**src/rtl/seq_cfg_regs.svh**
```systemverilog
// Notes on behaviour
// - Output falls after enable falls, programmed delay.
// - Output rises after enable rises, programmed delay.
// - One-millisecond steps when double, half both clear or both set.
// - Restart bit restores defaults, reloads OTP, serial.
// - Restart bit clears itself after the restart.
// - Double bit selects two-millisecond steps, 30 ms, when half clear.
// - Config bit six enables sync clock pulldown.
// - Config bit four enables enable-three pulldown.
// - Config bit two enables enable-two pulldown.
// - Config bit one enables enable-one pulldown.
`ifndef SEQ_CFG_REGS_SVH
`define SEQ_CFG_REGS_SVH
`define OFS_OUT3_DELAY 8'h17
`define OFS_RESTART 8'h18
`define OFS_CONFIG 8'h19
`define RST_OUT3_DELAY 8'h00
`define RST_RESTART 8'h00
`define RST_CONFIG 8'h00
`define POS_FALL_DELAY 4
`define POS_RISE_DELAY 0
`define POS_RESTART 0
`define POS_DOUBLE 7
`define POS_SYNC_PD 6
`define POS_EN3_PULL 4
`define POS_THERM_SEL 3
`define POS_EN2_PULL 2
`define POS_EN1_PULL 1
`define CLK_PERIOD_NS 10
`define HALF_MS_TIME_US 500
`define HALF_MS_CYCLES ((`HALF_MS_TIME_US * 1000) / `CLK_PERIOD_NS)
`endif
```
**src/rtl/seq_cfg_pkg.sv**
```systemverilog
package seq_cfg_pkg;
   typedef struct packed {
      logic [7:0] addr;
      logic [7:0] wdata;
      logic wr;
   } reg_req_t;
   typedef struct packed {
      logic sync_clk;
      logic en3;
      logic en2;
      logic en1;
   } pulldown_t;
   typedef struct packed {
      logic [7:0] out3_delay;
      logic [7:0] config_val;
   } otp_image_t;
   typedef enum logic [2:0] {
      SEQ_IDLE = 3'b001,
      SEQ_RISE = 3'b010,
      SEQ_FALL = 3'b100
   } seq_state_t;
endpackage

```
**src/rtl/half_ms_tick.sv**
```systemverilog
`timescale 1ns/1ps
`include "seq_cfg_regs.svh"
module half_ms_tick #(
   parameter int unsigned TICK_CYCLES = `HALF_MS_CYCLES
) (
   input wire logic core_clk,
   input wire logic rstn,
   input wire logic restart,
   output logic tick
);
   logic [31:0] cnt_reg;
   logic [31:0] cnt_next;

   // Restarting on the enable edge makes each delay start from a full tick.
   always_comb begin
      if (restart || cnt_reg == TICK_CYCLES - 1) begin
         cnt_next = 32'h00000000;
      end else begin
         cnt_next = cnt_reg + 32'h00000001;
      end
   end

   assign tick = !restart && (cnt_reg == TICK_CYCLES - 1);

   always_ff @(posedge core_clk or negedge rstn) begin
      if (!rstn) begin
         cnt_reg <= 32'h00000000;
      end else begin
         cnt_reg <= cnt_next;
      end
   end
endmodule

```
**src/rtl/seq_cfg_regs.sv**
```systemverilog
`timescale 1ns/1ps
`include "seq_cfg_regs.svh"
module seq_cfg_regs #(
   parameter int unsigned TICK_CYCLES = `HALF_MS_CYCLES
) (
   input wire logic core_clk,
   input wire logic rstn,
   input seq_cfg_pkg::reg_req_t reg_req,
   output logic [7:0] reg_rdata,
   input seq_cfg_pkg::otp_image_t otp_image,
   input wire logic enable_inputs,
   input wire logic half_delay,
   output logic third_general_output,
   output seq_cfg_pkg::pulldown_t pulldowns,
   output logic thermal_warning_threshold_select,
   output logic otp_reload,
   output logic serial_if_reset
);
   logic [7:0] out3_delay_reg, out3_delay_next;
   logic [7:0] restart_reg, restart_next;
   logic [7:0] config_reg, config_next;
   logic load_pending_reg, load_pending_next;
   logic [7:0] rdata_reg, rdata_next;
   logic otp_reload_reg, serial_reset_reg;
   logic en_s1_reg, en_s2_reg, en_s3_reg;
   logic rise_edge, fall_edge, tick;
   seq_cfg_pkg::seq_state_t state_reg, state_next;
   logic [6:0] count_reg, count_next;
   logic out_reg, out_next;

   // Delay counted in half-millisecond ticks.
   function automatic logic [6:0] delay_units(input logic [3:0] code,
                                              input logic dbl,
                                              input logic half);
      logic [6:0] c;
      c = {3'h0, code};
      if (dbl && !half) begin
         delay_units = c << 2;
      end else if (half && !dbl) begin
         delay_units = c;
      end else begin
         delay_units = c << 1;
      end
   endfunction

   // Register file and restart sequencing.
   always_comb begin
      out3_delay_next = out3_delay_reg;
      restart_next = restart_reg;
      config_next = config_reg;
      load_pending_next = 1'b0;
      if (load_pending_reg || restart_reg[`POS_RESTART]) begin
         out3_delay_next = otp_image.out3_delay;
         config_next = otp_image.config_val;
         restart_next = `RST_RESTART;
      end else if (reg_req.wr) begin
         unique case (reg_req.addr)
            `OFS_OUT3_DELAY: out3_delay_next = reg_req.wdata;
            `OFS_RESTART: restart_next = reg_req.wdata;
            `OFS_CONFIG: config_next = reg_req.wdata;
            default: ;
         endcase
      end
      unique case (reg_req.addr)
         `OFS_OUT3_DELAY: rdata_next = out3_delay_reg;
         `OFS_RESTART: rdata_next = restart_reg;
         `OFS_CONFIG: rdata_next = config_reg;
         default: rdata_next = 8'h00;
      endcase
   end

   always_ff @(posedge core_clk or negedge rstn) begin
      if (!rstn) begin
         out3_delay_reg <= `RST_OUT3_DELAY;
         restart_reg <= `RST_RESTART;
         config_reg <= `RST_CONFIG;
         load_pending_reg <= 1'b1;
         rdata_reg <= 8'h00;
         otp_reload_reg <= 1'b0;
         serial_reset_reg <= 1'b0;
      end else begin
         out3_delay_reg <= out3_delay_next;
         restart_reg <= restart_next;
         config_reg <= config_next;
         load_pending_reg <= load_pending_next;
         rdata_reg <= rdata_next;
         otp_reload_reg <= restart_reg[`POS_RESTART];
         serial_reset_reg <= restart_reg[`POS_RESTART];
      end
   end

   assign reg_rdata = rdata_reg;
   assign otp_reload = otp_reload_reg;
   assign serial_if_reset = serial_reset_reg;
   assign pulldowns = '{
      sync_clk: config_reg[`POS_SYNC_PD],
      en3: config_reg[`POS_EN3_PULL],
      en2: config_reg[`POS_EN2_PULL],
      en1: config_reg[`POS_EN1_PULL]
   };
   assign thermal_warning_threshold_select = config_reg[`POS_THERM_SEL];

   always_ff @(posedge core_clk or negedge rstn) begin
      if (!rstn) begin
         en_s1_reg <= 1'b0;
         en_s2_reg <= 1'b0;
         en_s3_reg <= 1'b0;
      end else begin
         en_s1_reg <= enable_inputs;
         en_s2_reg <= en_s1_reg;
         en_s3_reg <= en_s2_reg;
      end
   end

   assign rise_edge = en_s2_reg && !en_s3_reg;
   assign fall_edge = !en_s2_reg && en_s3_reg;

   half_ms_tick #(.TICK_CYCLES(TICK_CYCLES)) u_tick (
      .core_clk(core_clk),
      .rstn(rstn),
      .restart(rise_edge || fall_edge),
      .tick(tick)
   );

   // Sequencer: a new edge always aborts a pending opposite transition.
   always_comb begin
      state_next = state_reg;
      count_next = count_reg;
      out_next = out_reg;
      if (rise_edge) begin
         count_next = delay_units(out3_delay_reg[`POS_RISE_DELAY +: 4],
                                  config_reg[`POS_DOUBLE], half_delay);
         if (count_next == 7'h00) begin
            out_next = 1'b1;
            state_next = seq_cfg_pkg::SEQ_IDLE;
         end else begin
            state_next = seq_cfg_pkg::SEQ_RISE;
         end
      end else if (fall_edge) begin
         count_next = delay_units(out3_delay_reg[`POS_FALL_DELAY +: 4],
                                  config_reg[`POS_DOUBLE], half_delay);
         if (count_next == 7'h00) begin
            out_next = 1'b0;
            state_next = seq_cfg_pkg::SEQ_IDLE;
         end else begin
            state_next = seq_cfg_pkg::SEQ_FALL;
         end
      end else if (tick && state_reg != seq_cfg_pkg::SEQ_IDLE) begin
         count_next = count_reg - 7'h01;
         if (count_reg == 7'h01) begin
            out_next = (state_reg == seq_cfg_pkg::SEQ_RISE);
            state_next = seq_cfg_pkg::SEQ_IDLE;
         end
      end
   end

   always_ff @(posedge core_clk or negedge rstn) begin
      if (!rstn) begin
         state_reg <= seq_cfg_pkg::SEQ_IDLE;
         count_reg <= 7'h00;
         out_reg <= 1'b0;
      end else begin
         state_reg <= state_next;
         count_reg <= count_next;
         out_reg <= out_next;
      end
   end

   assign third_general_output = out_reg;
endmodule

```
**config.mk**
```make
export PLATFORM = sky130hd
export DESIGN_NAME = seq_cfg_regs
export DESIGN_NICKNAME = d
export VERILOG_FILES = /design/src/rtl/seq_cfg_pkg.sv /design/src/rtl/half_ms_tick.sv /design/src/rtl/seq_cfg_regs.sv
export VERILOG_INCLUDE_DIRS = /design/src /design/src/rtl
export SDC_FILE = /design/constraint.sdc
export NUM_CORES = 1
export LEC_CHECK = 0
export BUFFER_PORTS_ARGS = -buffer_cell sky130_fd_sc_hd__buf_2
export CORE_ASPECT_RATIO = 1.25
export CORE_MARGIN = 3
export CORE_UTILIZATION = 50
export DETAILED_ROUTE_END_ITERATION = 8
export PLACE_DENSITY = 0.69
export RECOVER_POWER = 100
export SETUP_SLACK_MARGIN = 0.4
export SYNTH_ARGS = -nofsm -noshare
export SYNTH_HDL_FRONTEND = slang
export SYNTH_SLANG_ARGS = --single-unit
```
**constraint.sdc**
```tcl
create_clock -name core_clk -period 7 [get_ports core_clk]
set_clock_uncertainty 0.15 [all_clocks]
set_input_delay 1.4 -clock core_clk [delete_from_list [all_inputs] [get_ports core_clk]]
set_output_delay 1.4 -clock core_clk [all_outputs]
set_load 0.005 [all_outputs]
```
==> flow_summary.ini <==
[routing]
drt_first_iter_violations = 134
drt_pre_antenna_iters = 6
wire_per_inst_um = 15.4
drt-total-wl_um = 8880
avgViaCountPerCell = 5.77
drc = 0
postRouteAntennaNets = 0
vias = 3334

[global_routing]
overflow = 0
track_usage_pct = 20.0
grt_pass1_wl_um = 14900
grt_pass1_vias = 3163
antenna_found_initial = 0
grt_max_degree = 81

[timing]
whs_ps = 201
hold_violations = 0
finalCriticalPeriod_ps = 4230
worstMarginPinSlew_ps = 1630
final_max_slew_viol_count = 39
tns_ps = 0
setup_viol = 0
finalCritPeriodShare_pct = 60.4
fmax_ghz = 0.237
rsz0062_at_grt = false
slew_headroom_pct = -8.64

[setup_path]
crit_fanout = 38
required_ps = 7100
cp_data_arrival_time_ps = 4320
cp_cell_sequence = or4_1 -> or4_1 -> o41ai_1 -> clkbuf_1 -> o311ai_0 -> a32o_1
max_stage_delay_ps = 1220
cp_slowest_cell = clkbuf_1
crit_type = reg -> reg
crit_top_cell = or4_1
end_kind = register
start_kind = register

[clock_tree]
clock_path_buffers = 2
numCtsBuffers = 9
cts_tree = yes
cts_setup_buffers = 0
ctsHtreeMaxLevel = 3
cts.sinks = 80
cts_hold_buf = 0
cts-root-buf = clkbuf_8
cts_resized = 0
clkLatencyLatePin_ps = 360
path_clk_slew_ps = 80

[placement]
gp_congestion = 0.827
place_inst = 562
place.detailed.hpwl_um = 6160
io_buffers = 52
place_area_mm2 = 0.00450

[layout]
fin_area_mm2 = 0.00470
drive_gt1_share_pct = 15.5
finalNonFillerCells = 578
n_antenna_cell = 0
nets = 521
largest_reg_flops = 32
syn_to_final_growth_pct = 11.6

[floorplan]
initial_core_util_pct = 52.8
io_pins = 53
die_height_um = 109
die_x_um = 88.1
die_area_mm2 = 0.00956
core-area_mm2 = 0.00797
num_rows = 36

[synthesis]
ys_ff_latch = 80
yosysMostFrequentCell = dfrtp_1
synth_top_area_share_pct = 46.4
async_reset_ff_share_pct = 100
synth_ff_type = dfrtp_1
yosysSeqAreaShare_pct = 47.6
syn-num-nets = 478
synth_edf_count = 0
synthTopCellsByCount = 78 x dfrtp_1, 55 x nor2_1, 47 x nand2_1, 34 x mux2i_1, 28 x o21ai_0
yosysTopAreaCell = dfrtp_1
netlist_area_mm2 = 0.00421
synthTopCellsByArea = dfrtp_1 46%, mux2i_1 8.1%, nor2_1 4.9%, xor2_1 4.8%, nand2_1 4.2%
yosysUniqueCellTypes = 53
yosysWarnings = 0
syn_area_per_cell_um2 = 9.68
syn-instance-count = 435

[outcome]
failed_checks = max-capacitance violations, max-slew violations
status = finished with violations

[power_and_ir_drop]
total_power_mw = 1.12
leakagePower_nw = 2.27
cellPowerDensity_mw_per_mm2 = 238
vdd_ir_drop_max_v = 0.000112

[worst_hold_path]
hold_class = reg -> reg

[job]
drv_cap = 1
-- final cells by class --
class | count | area (um^2)
clock buffers | 11 | 141
clock inverters | 5 | 104
fillers | 664 | 3280
inverters | 11 | 41.3
multi-input cells | 319 | 2000
flip-flops and latches | 80 | 2000
well taps | 95 | 119
repair buffers | 57 | 289
-- cells in the final DEF, fill, tap and decap left out, types with 3 or more instances in the layout --
cell type	n
a21oi_1	15
a22o_1	3
a31oi_1	3
and3_1	5
buf_2	48
buf_4	4
bufinv_16	3
clkbuf_1	6
clkbuf_8	10
dfrtp_1	78
ha_1	6
inv_1	11
mux2i_1	34
nand2_1	47
nand3_1	19
nand4_1	13
nor2_1	55
nor3_1	7
nor4_1	5
o21ai_0	28
o41ai_1	3
or4_1	5
xnor2_1	8
xor2_1	23
-- report_power, final --
part | switching [mW] | internal (mW)
Combinational | 0.0903 | 0.0714
Clock | 0.169 | 0.247
Sequential | 0.0405 | 0.498
Total | 0.300 | 0.816
-- logic make-up (layout without fill, tap and decap cells) --
| kind of cell | Yosys count | in the layout | share of synthesized area [%] |
|---|---|---|---|
| muxes | 38 | 38 | 9.16 |
| adders and majority gates | 6 | 6 | 1.78 |
| DFF | 80 | 80 | 47.6 |
| xor gates and xnor gates | 31 | 31 | 6.45 |
| buffers and inverters | 36 | 84 | 3.92 |
| and+or+nand+nor | 176 | 176 | 20.3 |
| other | 1 | 1 | 0.0891 |
| AOI/OAI and AO/OA | 67 | 67 | 10.7 |
-- path summary, 6_finish.rpt --
check / from / to / slack (ps) / cells after the start
max: u_tick.cnt_reg[24]$_DFF_PN0_ / count_reg[2]$_DFFE_PN0P_ / 2770 / 6
min: en_s1_reg$_DFF_PN0_ / en_s2_reg$_DFF_PN0_ / 200 / 0
max reg2reg: u_tick.cnt_reg[24]$_DFF_PN0_ / count_reg[2]$_DFFE_PN0P_ / 2770 / 6
min reg2reg: en_s1_reg$_DFF_PN0_ / en_s2_reg$_DFF_PN0_ / 200 / 0
max in group asynchronous: rstn / restart_reg[6]$_DFFE_PN0P_ / 4980 / 1
min in group asynchronous: rstn / u_tick.cnt_reg[23]$_DFF_PN0_ / 1050 / 1
-- metrics by stage --
step                      utilization, %  setup WS [ps]
after global placement              56.5           3330
after global routing                58.9           2480
after CTS                           59.6           3610
after floorplan                        -           3680
final                               58.9           2770
after detailed placement            56.5           3220
-- layer usage --
metal  global-route usage [%]  wire length, um  vias to the layer above
met2                     32.8             4430                       78
met5                        0                0                        -
met3                     2.29              305                       15
li1                         -                -                     1612
met4                     9.18              214                        0
met1                     26.5             3930                     1629
-- critical path: cells and delay by family, from the launching register on --
family	cells	cell delay, ps
buffers and inverters	1	1220
AND/OR/NAND/NOR	2	1170
flip-flops	1	420
AO/OA/AOI/OAI	3	1150
Power figures use the tool's default switching activity.
